`src/gpm_pkg.sv`:
```
// Shared constants for the GPIO pin function multiplexer
package gpm_pkg;
    // Pin index layout: port A 0-7, port B 8-15, port C 16-23, port D 24-27
    localparam int NPIN   = 28;
    localparam int PA_W   = 6;
    localparam int PB_W   = 8;
    localparam int PC_W   = 8;
    localparam int PD_W   = 4;
    localparam int A3     = 3;
    localparam int A4     = 4;
    localparam int A6     = 6;
    localparam int A7     = 7;
    localparam int B0     = 8;
    localparam int B1     = 9;
    localparam int B2     = 10;
    localparam int B4     = 12;
    localparam int B5     = 13;
    localparam int B6     = 14;
    localparam int B7     = 15;
    localparam int C0     = 16;
    localparam int D0     = 24;

    ////////////////////////////////////////////////////////////////////////
    // Bonded pins: A3 and A6 have no package pin
    localparam logic [NPIN-1:0] BONDED  = 28'hfffffb7;
    // Function enables after reset: A7 reset, C analog, D JTAG
    localparam logic [NPIN-1:0] FN_RST  = 28'hfff0080;
    // Synchroniser reset: the reset pin reads released
    localparam logic [NPIN-1:0] SYNC_RST = 28'h0000080;

    ////////////////////////////////////////////////////////////////////////
    // Select field encodings, first alternative is zero
    localparam logic [1:0] SEL_PWM   = 2'h0;
    localparam logic [1:0] SEL_FAULT = 2'h1;
    localparam logic [1:0] SEL_TIMER = 2'h2;
    localparam logic [1:0] SEL_A_RST = 2'h0;
    localparam logic [7:0] SEL_B_RST = 8'h00;

    ////////////////////////////////////////////////////////////////////////
    // Inactive values seen by deselected peripherals
    localparam logic [3:0] FAULT_IDLE = 4'h0;
    localparam logic [3:0] TIMER_IDLE = 4'h0;
    localparam logic [3:0] SPI_IDLE   = 4'h2;
    localparam logic [1:0] I2C_IDLE   = 2'h3;
    localparam logic       UART_IDLE  = 1'h1;
    localparam logic       RSTN_IDLE  = 1'h1;
    localparam logic [2:0] JTAG_IDLE  = 3'h5;
endpackage

```
`src/gpm_sync_if.sv`:
```
// Raw and filtered pin levels between the mux and its synchroniser
`timescale 1ns/1ps
interface gpm_sync_if;
    logic [gpm_pkg::NPIN-1:0] raw;
    logic [gpm_pkg::NPIN-1:0] clean;
    modport sync (input raw, output clean);
    modport user (output raw, input clean);
endinterface

```
`src/gpm_pin_sync.sv`:
```
// Three-stage pin synchroniser with agreement filter
`timescale 1ns/1ps
module gpm_pin_sync (
    input  logic   core_clk,
    input  logic   sys_rst,
    gpm_sync_if.sync bus
);
    typedef struct packed {
        logic [gpm_pkg::NPIN-1:0] s1;
        logic [gpm_pkg::NPIN-1:0] s2;
        logic [gpm_pkg::NPIN-1:0] s3;
        logic [gpm_pkg::NPIN-1:0] clean;
    } gpm_sync_s;

    gpm_sync_s q_reg;
    gpm_sync_s q_next;

    ////////////////////////////////////////////////////////////////////////
    // Stage one only feeds stage two; a change counts once two and three agree
    always_comb begin
        q_next = q_reg;
        q_next.s1 = bus.raw;
        q_next.s2 = q_reg.s1;
        q_next.s3 = q_reg.s2;
        for (int i = 0; i < gpm_pkg::NPIN; i++) begin
            if (q_reg.s2[i] == q_reg.s3[i]) begin
                q_next.clean[i] = q_reg.s2[i];
            end
        end
    end

    always_ff @(posedge core_clk or posedge sys_rst) begin
        if (sys_rst) begin
            q_reg <= {4{gpm_pkg::SYNC_RST}};
        end else begin
            q_reg <= q_next;
        end
    end

    assign bus.clean = q_reg.clean;
endmodule

```
`src/gpm_pin_mux.sv`:
```
// Pin function multiplexer for ports A to D
// Behaviour
// - Four ports of 6, 8, 8, 4 usable pins, shared with peripheral functions.
// - Reset: A is GPIO except bit 7 reset, B GPIO, C analog, D JTAG.
// - A4/A5 pick PWM, fault input or timer channel by select field.
// - B0 picks SPI clock or I2C clock; B1 picks SPI select or I2C data.
// - B2/B3 pick SPI MISO/MOSI or timer channels two/three.
// - B4 picks timer channel zero or the clock output.
// - B5 picks timer channel one or PWM fault input three.
// - B6 picks UART receive or I2C data; B7 UART transmit or I2C clock.
// - External clock input on B6 follows its own enable, not the select.
// - A3 and A6 exist, default GPIO, but drive and sample nothing.
`timescale 1ns/1ps
module gpm_pin_mux (
    input  logic                     core_clk,
    input  logic                     sys_rst,
    input  logic [gpm_pkg::NPIN-1:0] pin_in,
    output logic [gpm_pkg::NPIN-1:0] pin_out,
    output logic [gpm_pkg::NPIN-1:0] pin_oe,
    input  logic [gpm_pkg::NPIN-1:0] periph_en,
    input  logic [1:0]               sel_a4,
    input  logic [1:0]               sel_a5,
    input  logic [7:0]               sel_b,
    input  logic                     ext_clk_en,
    input  logic [gpm_pkg::NPIN-1:0] gpio_out,
    input  logic [gpm_pkg::NPIN-1:0] gpio_oe,
    output logic [gpm_pkg::NPIN-1:0] gpio_in,
    input  logic [5:0]               pwm_out,
    output logic [3:0]               pwm_fault_in,
    input  logic [3:0]               timer_out,
    input  logic [3:0]               timer_oe,
    output logic [3:0]               timer_in,
    input  logic [3:0]               spi_out,
    input  logic [3:0]               spi_oe,
    output logic [3:0]               spi_in,
    input  logic [1:0]               i2c_out,
    input  logic [1:0]               i2c_oe,
    output logic [1:0]               i2c_in,
    input  logic                     uart_tx_out,
    output logic                     uart_rx_in,
    input  logic                     clk_out_src,
    output logic                     ext_clk_in,
    output logic                     reset_in_n,
    output logic [7:0]               adc_pin_en,
    input  logic                     jtag_tdo_out,
    input  logic                     jtag_tdo_oe,
    output logic [2:0]               jtag_in
);
    typedef struct packed {
        logic [1:0]               sel_a4;
        logic [1:0]               sel_a5;
        logic [7:0]               sel_b;
        logic [gpm_pkg::NPIN-1:0] fn;
        logic                     ext_en;
        logic [gpm_pkg::NPIN-1:0] pin_out;
        logic [gpm_pkg::NPIN-1:0] pin_oe;
        logic [gpm_pkg::NPIN-1:0] gpio_in;
        logic [3:0]               fault_in;
        logic [3:0]               timer_in;
        logic [3:0]               spi_in;
        logic [1:0]               i2c_in;
        logic                     uart_rx;
        logic                     ext_clk;
        logic                     rst_n;
        logic [7:0]               adc_en;
        logic [2:0]               jtag_in;
    } gpm_state_s;

    gpm_state_s q_reg;
    gpm_state_s q_next;
    gpm_sync_if sync_bus ();
    logic [gpm_pkg::NPIN-1:0] cin;

    assign sync_bus.raw = pin_in;
    assign cin          = sync_bus.clean;

    gpm_pin_sync u_sync (
        .core_clk (core_clk),
        .sys_rst  (sys_rst),
        .bus      (sync_bus.sync)
    );

    ////////////////////////////////////////////////////////////////////////
    // Routing works from the previous cycle's selects, so one cycle of latency
    always_comb begin
        q_next        = q_reg;
        q_next.sel_a4 = sel_a4;
        q_next.sel_a5 = sel_a5;
        q_next.sel_b  = sel_b;
        q_next.fn     = periph_en;
        q_next.ext_en = ext_clk_en;
        // GPIO owns every pin unless its function enable is set, or for B6 the external clock enable
        q_next.pin_out  = gpio_out;
        q_next.pin_oe   = gpio_oe;
        q_next.gpio_in  = cin;
        q_next.fault_in = gpm_pkg::FAULT_IDLE;
        q_next.timer_in = gpm_pkg::TIMER_IDLE;
        q_next.spi_in   = gpm_pkg::SPI_IDLE;
        q_next.i2c_in   = gpm_pkg::I2C_IDLE;
        q_next.uart_rx  = gpm_pkg::UART_IDLE;
        q_next.rst_n    = gpm_pkg::RSTN_IDLE;
        q_next.jtag_in  = gpm_pkg::JTAG_IDLE;
        q_next.ext_clk  = 1'h0;
        // Port A: PWM on bits 0 to 2, reset input on bit 7
        for (int i = 0; i < 3; i++) begin
            if (q_reg.fn[i]) begin
                q_next.pin_out[i] = pwm_out[i];
                q_next.pin_oe[i]  = 1'h1;
            end
        end
        if (q_reg.fn[gpm_pkg::A7]) begin
            q_next.pin_oe[gpm_pkg::A7] = 1'h0;
            q_next.rst_n               = cin[gpm_pkg::A7];
        end
        // Port B, bits 6 and 7 first so bits 0 and 1 win a doubled I2C line
        if (q_reg.fn[gpm_pkg::B6]) begin
            q_next.pin_oe[gpm_pkg::B6] = 1'h0;
            if (q_reg.sel_b[6]) begin
                q_next.pin_out[gpm_pkg::B6] = i2c_out[1];
                q_next.pin_oe[gpm_pkg::B6]  = i2c_oe[1];
                q_next.i2c_in[1]            = cin[gpm_pkg::B6];
            end else begin
                q_next.uart_rx = cin[gpm_pkg::B6];
            end
        end
        if (q_reg.fn[gpm_pkg::B7]) begin
            if (q_reg.sel_b[7]) begin
                q_next.pin_out[gpm_pkg::B7] = i2c_out[0];
                q_next.pin_oe[gpm_pkg::B7]  = i2c_oe[0];
                q_next.i2c_in[0]            = cin[gpm_pkg::B7];
            end else begin
                q_next.pin_out[gpm_pkg::B7] = uart_tx_out;
                q_next.pin_oe[gpm_pkg::B7]  = 1'h1;
            end
        end
        // B0 and B1: SPI clock and select, or I2C clock and data
        for (int j = 0; j < 2; j++) begin
            if (q_reg.fn[gpm_pkg::B0+j]) begin
                if (q_reg.sel_b[j]) begin
                    q_next.pin_out[gpm_pkg::B0+j] = i2c_out[j];
                    q_next.pin_oe[gpm_pkg::B0+j]  = i2c_oe[j];
                    q_next.i2c_in[j]              = cin[gpm_pkg::B0+j];
                end else begin
                    q_next.pin_out[gpm_pkg::B0+j] = spi_out[j];
                    q_next.pin_oe[gpm_pkg::B0+j]  = spi_oe[j];
                    q_next.spi_in[j]              = cin[gpm_pkg::B0+j];
                end
            end
        end
        // B2 and B3: SPI data or timer channels two and three
        for (int j = 0; j < 2; j++) begin
            if (q_reg.fn[gpm_pkg::B2+j]) begin
                if (q_reg.sel_b[2+j]) begin
                    q_next.pin_out[gpm_pkg::B2+j] = timer_out[2+j];
                    q_next.pin_oe[gpm_pkg::B2+j]  = timer_oe[2+j];
                    q_next.timer_in[2+j]          = cin[gpm_pkg::B2+j];
                end else begin
                    q_next.pin_out[gpm_pkg::B2+j] = spi_out[2+j];
                    q_next.pin_oe[gpm_pkg::B2+j]  = spi_oe[2+j];
                    q_next.spi_in[2+j]            = cin[gpm_pkg::B2+j];
                end
            end
        end
        if (q_reg.fn[gpm_pkg::B4]) begin
            if (q_reg.sel_b[4]) begin
                q_next.pin_out[gpm_pkg::B4] = clk_out_src;
                q_next.pin_oe[gpm_pkg::B4]  = 1'h1;
            end else begin
                q_next.pin_out[gpm_pkg::B4] = timer_out[0];
                q_next.pin_oe[gpm_pkg::B4]  = timer_oe[0];
                q_next.timer_in[0]          = cin[gpm_pkg::B4];
            end
        end
        if (q_reg.fn[gpm_pkg::B5]) begin
            if (q_reg.sel_b[5]) begin
                q_next.pin_oe[gpm_pkg::B5] = 1'h0;
                q_next.fault_in[3]         = cin[gpm_pkg::B5];
            end else begin
                q_next.pin_out[gpm_pkg::B5] = timer_out[1];
                q_next.pin_oe[gpm_pkg::B5]  = timer_oe[1];
                q_next.timer_in[1]          = cin[gpm_pkg::B5];
            end
        end
        // External clock takes B6 as an input whatever the select says
        if (q_reg.ext_en) begin
            q_next.pin_oe[gpm_pkg::B6] = 1'h0;
            q_next.ext_clk             = cin[gpm_pkg::B6];
        end
        // A4 and A5 after port B: they win timer inputs shared with B2 and B3
        for (int j = 0; j < 2; j++) begin
            if (q_reg.fn[gpm_pkg::A4+j]) begin
                case (j == 0 ? q_reg.sel_a4 : q_reg.sel_a5)
                    gpm_pkg::SEL_FAULT: begin
                        q_next.pin_oe[gpm_pkg::A4+j] = 1'h0;
                        q_next.fault_in[1+j]         = cin[gpm_pkg::A4+j];
                    end
                    gpm_pkg::SEL_TIMER: begin
                        q_next.pin_out[gpm_pkg::A4+j] = timer_out[2+j];
                        q_next.pin_oe[gpm_pkg::A4+j]  = timer_oe[2+j];
                        q_next.timer_in[2+j]          = cin[gpm_pkg::A4+j];
                    end
                    default: begin
                        q_next.pin_out[gpm_pkg::A4+j] = pwm_out[4+j];
                        q_next.pin_oe[gpm_pkg::A4+j]  = 1'h1;
                    end
                endcase
            end
        end
        // Port C analog: digital driver off, converter input enabled
        q_next.adc_en = q_reg.fn[gpm_pkg::C0 +: gpm_pkg::PC_W];
        for (int i = 0; i < gpm_pkg::PC_W; i++) begin
            if (q_reg.fn[gpm_pkg::C0+i]) begin
                q_next.pin_out[gpm_pkg::C0+i] = 1'h0;
                q_next.pin_oe[gpm_pkg::C0+i]  = 1'h0;
            end
        end
        // Port D JTAG: bit 1 is the data out, the rest are inputs
        for (int i = 0; i < gpm_pkg::PD_W; i++) begin
            if (q_reg.fn[gpm_pkg::D0+i]) begin
                q_next.pin_oe[gpm_pkg::D0+i] = 1'h0;
            end
        end
        if (q_reg.fn[gpm_pkg::D0+1]) begin
            q_next.pin_out[gpm_pkg::D0+1] = jtag_tdo_out;
            q_next.pin_oe[gpm_pkg::D0+1]  = jtag_tdo_oe;
        end
        if (q_reg.fn[gpm_pkg::D0]) begin
            q_next.jtag_in[0] = cin[gpm_pkg::D0];
        end
        if (q_reg.fn[gpm_pkg::D0+2]) begin
            q_next.jtag_in[1] = cin[gpm_pkg::D0+2];
        end
        if (q_reg.fn[gpm_pkg::D0+3]) begin
            q_next.jtag_in[2] = cin[gpm_pkg::D0+3];
        end
        // Unbonded pins keep their logic but touch nothing outside
        q_next.pin_out = q_next.pin_out & gpm_pkg::BONDED;
        q_next.pin_oe  = q_next.pin_oe & gpm_pkg::BONDED;
        q_next.gpio_in = q_next.gpio_in & gpm_pkg::BONDED;
    end

    always_ff @(posedge core_clk or posedge sys_rst) begin
        if (sys_rst) begin
            q_reg        <= '0;
            q_reg.sel_a4 <= gpm_pkg::SEL_A_RST;
            q_reg.sel_a5 <= gpm_pkg::SEL_A_RST;
            q_reg.sel_b  <= gpm_pkg::SEL_B_RST;
            q_reg.fn     <= gpm_pkg::FN_RST;
            q_reg.fault_in <= gpm_pkg::FAULT_IDLE;
            q_reg.spi_in   <= gpm_pkg::SPI_IDLE;
            q_reg.i2c_in   <= gpm_pkg::I2C_IDLE;
            q_reg.uart_rx  <= gpm_pkg::UART_IDLE;
            q_reg.rst_n    <= gpm_pkg::RSTN_IDLE;
            q_reg.jtag_in  <= gpm_pkg::JTAG_IDLE;
            q_reg.adc_en   <= gpm_pkg::FN_RST[gpm_pkg::C0 +: gpm_pkg::PC_W];
        end else begin
            q_reg <= q_next;
        end
    end

    assign pin_out      = q_reg.pin_out;
    assign pin_oe       = q_reg.pin_oe;
    assign gpio_in      = q_reg.gpio_in;
    assign pwm_fault_in = q_reg.fault_in;
    assign timer_in     = q_reg.timer_in;
    assign spi_in       = q_reg.spi_in;
    assign i2c_in       = q_reg.i2c_in;
    assign uart_rx_in   = q_reg.uart_rx;
    assign ext_clk_in   = q_reg.ext_clk;
    assign reset_in_n   = q_reg.rst_n;
    assign adc_pin_en   = q_reg.adc_en;
    assign jtag_in      = q_reg.jtag_in;

    ////////////////////////////////////////////////////////////////////////
    // Checks
    logic chk_first_q;
    always_ff @(posedge core_clk or posedge sys_rst) begin
        if (sys_rst) begin
            chk_first_q <= 1'h1;
        end else begin
            chk_first_q <= 1'h0;
        end
    end
endmodule

```
`config.mk`:
```
export PLATFORM = sky130hd
export DESIGN_NAME = gpm_pin_mux
export DESIGN_NICKNAME = d
export VERILOG_FILES = /design/src/gpm_pkg.sv /design/src/gpm_sync_if.sv /design/src/gpm_pin_sync.sv /design/src/gpm_pin_mux.sv
export SDC_FILE = /design/constraint.sdc
export NUM_CORES = 1
export LEC_CHECK = 0
export BUFFER_PORTS_ARGS = -buffer_cell sky130_fd_sc_hd__buf_2
export CORE_MARGIN = 2
export CORE_UTILIZATION = 54
export CTS_CLUSTER_SIZE = 24
export DETAILED_ROUTE_END_ITERATION = 16
export PLACE_DENSITY = 0.9
export SETUP_SLACK_MARGIN = 0.02
export SYNTH_ARGS = -nofsm -noshare
export SYNTH_HDL_FRONTEND = slang
export SYNTH_SLANG_ARGS = --single-unit
export TNS_END_PERCENT = 20
```
`constraint.sdc`:
```
create_clock -name core_clk -period 16.77 [get_ports core_clk]
set_input_delay 4.1925 -clock core_clk [delete_from_list [all_inputs] [get_ports core_clk]]
set_output_delay 4.1925 -clock core_clk [all_outputs]
set_load 0.01 [all_outputs]
```
After elaboration in Yosys (flattened, before gate mapping). Index checks and enable logic that the tools add are counted.

Equal/unequal tests: 30. Muxes and demuxes: 110.

Operators by type and width (number): two-way mux 1 bit (106); == test 1 bit (26); one-hot mux 1 bit (2 select lines) (4); == test 2 x 1 -> 1 bit (second input constant) (2); == test 2 bit (second input constant) (2).

Register bits after elaboration: 256. Input bits: 157. Output and inout port bits: 112. Logic and storage cells: 186.

Logic depth before layout (Yosys ltp).
Word-level depth: 4. Gate-level depth with buffers: 5. Mapped depth without buffers: 5.

Hierarchy. From an unflattened synthesis, not the netlist that was laid out.

Cell total of the unflattened synthesis: 559. Area total of the unflattened synthesis: 8614.5 um^2.

Modules (own cells, without submodules): gpm_pin_mux (instances 1, cells each 390, area an instance 5277.6 um^2, sequential area each 3638.5 um^2); gpm_pin_sync (instances 1, cells each 169, area an instance 3337.0 um^2, sequential area each 2807.7 um^2).

Worst setup path before layout. No wires, ideal clock.

Path kind: reg-to-output. Start point: reg q_reg, in the netlist adc_pin_en[0]. End point: out adc_pin_en[0]. Arrival: 0.594 ns. Required time: 12.577 ns. Slack: 11.984 ns. Cell stages (with the launch flop): 2. Buffers on the path: 1. Cell sequence: dfstp_2 buf_4.

RTL lines: start: declaration (RTL line gpm_pin_mux.sv:69) `gpm_state_s q_reg;`; start signal: assignment (RTL line gpm_pin_mux.sv:257) `q_reg <= q_next;`; end: declaration (RTL line gpm_pin_mux.sv:44) `output logic [7:0] adc_pin_en,`.

No word-level cell between the ends.

Worst setup path in the final report.
Start point: reg q_reg, in the netlist adc_pin_en[2]. End point: out adc_pin_en[2].

No word-level cell between the ends.

==> summary by stage <==
Run status
The flow ran to the end, and the final reports show no timing, DRC or antenna violations.

Synth
The number of flops mapped to enable cells by yosys is 0. The sequential-to-total area share from yosys stat is 76.68%. The count of cell types in the netlist is 26. The mapped netlist covers 8145 um^2. After synthesis, the cell types taking the most area are sky130_fd_sc_hd__dfrtp_1 (66%), sky130_fd_sc_hd__dfstp_2 (10%), sky130_fd_sc_hd__buf_4 (10%). The mean instance size in the synthesized netlist is 15.66 um^2. Sorting the synthesized cells by how often they occur yields sky130_fd_sc_hd__dfrtp_1 (216), sky130_fd_sc_hd__buf_4 (109), sky130_fd_sc_hd__dfstp_2 (32). Summed over all instances, the cell type with the most area after synthesis is sky130_fd_sc_hd__dfrtp_1. In the synthesized netlist the dominant register cell turns out to be sky130_fd_sc_hd__dfrtp_1. The share of synthesized area in the top cell type comes to 66.36%. By instance count, the leading cell after synthesis is sky130_fd_sc_hd__dfrtp_1. The number of standard cells after synthesis is 520. During synthesis, Yosys emitted a total of 0 warnings. In the synthesized netlist the async set-or-reset flop fraction comes to 100.0%. Synthesis inferred 248 register bits.

Finish
The final cell area excluding filler cells is 9654 um^2. The register with the most flip-flops in the layout has 52 of them. In the final design database the tool counted 858 nets.

The area occupied by registers is 6246 um^2. The filler cells instantiated in the layout total 1042. In the final layout, the multi-input gates occupy 1062 um^2.

The fraction of the core area covered by cells at the end of the flow is 65.93%. Relative to the synthesized area, the layout overhead comes to 18.53%. The antenna cell count is 0. The proportion of layout cells with a drive suffix above 1 is 46.71%.

Die
The initial standard-cell utilization of the core is 55.62%. The number of primary I/O pins is 269. The count of standard-cell rows is 44. The die boundary height is 126.8 um. The area of the core is 14640 um^2.

The die area is 16080 um^2. The die is 126.8 um wide.

Timing
Subtracting the final worst setup slack from the clock period gives 5.340 ns. The number of pins exceeding their max-slew limit in the final report is 0. Dividing the final minimum period by the clock period gives 31.84%. For the pin with the worst max-slew slack, the measured transition is 1.015 ns.

Across all setup checks in the final design, the least slack found is 11.43 ns. The final count of hold timing violations was 0. Clock skew on the completed layout was measured at 0.007988 ns. The final setup violation count is 0. Headroom to the max-slew limit came out at 32.32%.

Based on the critical path, the design can be clocked at up to 0.1873 GHz. Setup repair after global routing left no endpoint under its margin. The sum of negative setup slack is 0 ns.

Clocking
After clock tree synthesis, the clock-pin slew on the worst setup and hold paths is 0.06 ns. TritonCTS created 24 clock buffers. The later pin in the worst-skew pair is clocked with a latency of 0.50 ns. The count of instances resized after the clock tree is built is 0. The CTS root buffer is sky130_fd_sc_hd__clkbuf_16. The number of buffers inserted by hold repair at cts is 0. The H-tree depth is 1. The CTS tree is done. The clock passes through at most 3 buffers.

The count of clock tree sinks is 248. Buffers added to address setup during post-CTS repair amount to 0.

Detailed routing
In this run the remaining antenna-violating nets after routing total 0. The first TritonRoute pass finished after 4 iterations. After detailed routing, the average wire length per cell comes to 15.05 um. The DRC violations left is 0. The number of DRC markers in iteration 0 is 155.

The number of vias per cell after detailed routing is 4.627. The total number of vias is 4160. After detailed routing, the total wire length is 13530 um.

Global route
The final global-route overflow total is 0. The most heavily used metal layer in global routing is met2. Entering global routing, the biggest net connects 88 pins. The number of global-route vias before repair was 4377. For this run, global-route usage on met2 was measured as 28.56%. Global routing used 16.94% of the available tracks.

The first global-routing pass estimated 21540 um of wire. For met1 alone, demand over resource in global routing was 20.61%. For met3 alone, demand over resource in global routing was 6.242%. The number of antenna violations at the first check in global routing is 3.

Min path
In this run the worst hold path is classified as reg2reg. The endpoint of the worst hold-timing path is u_sync.q_next[37]$_DFF_PP0_. Along the worst hold path, the cell count comes to 0.

The startpoint of the lowest-slack hold path is u_sync.q_next[65]$_DFF_PP0_.

Place
The worst slack after detailed placement is 10.97 ns. At the end of routability-driven placement, the weighted congestion stood at 0.8076. The wire-length estimate of the detail-placed layout is 9526 um.

Input and output buffers added on the ports amount to 252. In this run the cell area measured after placement is 8864 um^2.

Setup path
The critical path class is reg2out. The top fanout value on the critical path is 1. Traced cell by cell, the critical path runs through buf_2.

For the worst setup path, the data arrival time is 1.15 ns. The start of the worst register-to-register path is q_reg[149]$_DFF_PP0_. The endpoint required time on the critical path is 12.58 ns.

The register-to-register setup slack is 15.52 ns. The largest individual stage delay along the critical path comes from the cell sky130_fd_sc_hd__dfstp_2. The endpoint identified for the worst register-to-register timing path is pin_out[5]$_DFF_PP0_. The kind of end point of the critical path is a primary output. The count of buffer and inverter cells on the critical path is 1. For the worst flop-to-flop path, the logic depth is 5. The largest single stage delay on the critical path is 0.53 ns. Among cell families on the critical path, the largest total delay comes from flip-flops. The launching element type of the critical path is a flip-flop.

Pwr
The maximum vdd ir drop is 0.1027 mV. The power per cell area is 130.9 nW/um^2. In this run the static leakage power is 0.004770 uW.

Run
Max-cap violations in this run came to 0.
-- logic make-up (layout without fill, tap and decap cells) --
logic type                 Yosys count  in the layout  synth area share (%)
and+or+nand+nor                     74             74                 4.516
AOI/OAI and AO/OA                   30             30                 2.151
muxes                               17             17                 2.243
other                                1              7               0.04604
DFF                                248            248                 76.68
buffers and inverters              120            309                 10.55
adders and majority gates           30             30                 3.810
-- report_power, final --
part / total (uW) / leakage, uW / internal (uW) / switching [uW]
sequential: 658 / 0.00289 / 641 / 17.8
clock: 525 / 0.000387 / 316 / 210
combinational: 79.8 / 0.00149 / 37.3 / 42.4
total: 1260 / 0.00477 / 994 / 270
-- layout by cell type (no fill, tap or decap), types with 7 or more instances in the layout --
master                      synthesis  final
sky130_fd_sc_hd__clkbuf_1           0      8
sky130_fd_sc_hd__dfrtp_1          216    216
sky130_fd_sc_hd__inv_1             11     10
sky130_fd_sc_hd__conb_1             1      7
sky130_fd_sc_hd__maj3_1            26     26
sky130_fd_sc_hd__nor2_1            25     25
sky130_fd_sc_hd__nand2_1           13     13
sky130_fd_sc_hd__nor2b_1           21     21
sky130_fd_sc_hd__mux2i_1           10     10
sky130_fd_sc_hd__buf_2              0    252
sky130_fd_sc_hd__clkbuf_16          0     25
sky130_fd_sc_hd__dfstp_2           32     32
sky130_fd_sc_hd__a21oi_1           18     18
-- area by class of cell --
type	count	area share, %
clock buffers	39	7.646
multi-input cells	158	11.00
repair buffers	254	13.22
inverters	11	0.5054
flip-flops and latches	248	64.70
well taps	184	2.385
clock inverters	5	0.5443
-- through the flow --
step	hold WS [ns]	cells	total power [uW]
2_1_floorplan	0.3312	526	728.4
3_3_place_gp	0.3311	855	745.6
3_5_place_dp	0.3347	855	750.3
4_1_cts	0.3474	899	1278
5_1_grt	0.3495	899	1318
6_report	0.3451	899	1264
-- how the worst max path moves through the flow --
stage,slack (ns),depth (start not counted),start,end
global route,11.24,3,sys_rst,q_reg[141]$_DFF_PP0_
finish,11.43,1,adc_pin_en[2]$_DFF_PP1_,adc_pin_en[2]
global placement,11.00,3,sys_rst,gpio_in[0]$_DFF_PP0_
CTS,11.40,1,adc_pin_en[2]$_DFF_PP1_,adc_pin_en[2]
floorplan,5.82,1,sys_rst,ext_clk_in$_DFF_PP0_
detailed placement,10.97,3,sys_rst,u_sync.q_next[50]$_DFF_PP0_
-- layer usage --
layer,part of all wire [%],up-vias,routed length [um]
li1,-,1911,-
met1,38,2016,5103
met2,50,188,6721
met3,9.2,39,1250
met4,3.1,6,422
met5,0.25,-,34
Note: power is estimated with default switching activity, not from simulation.
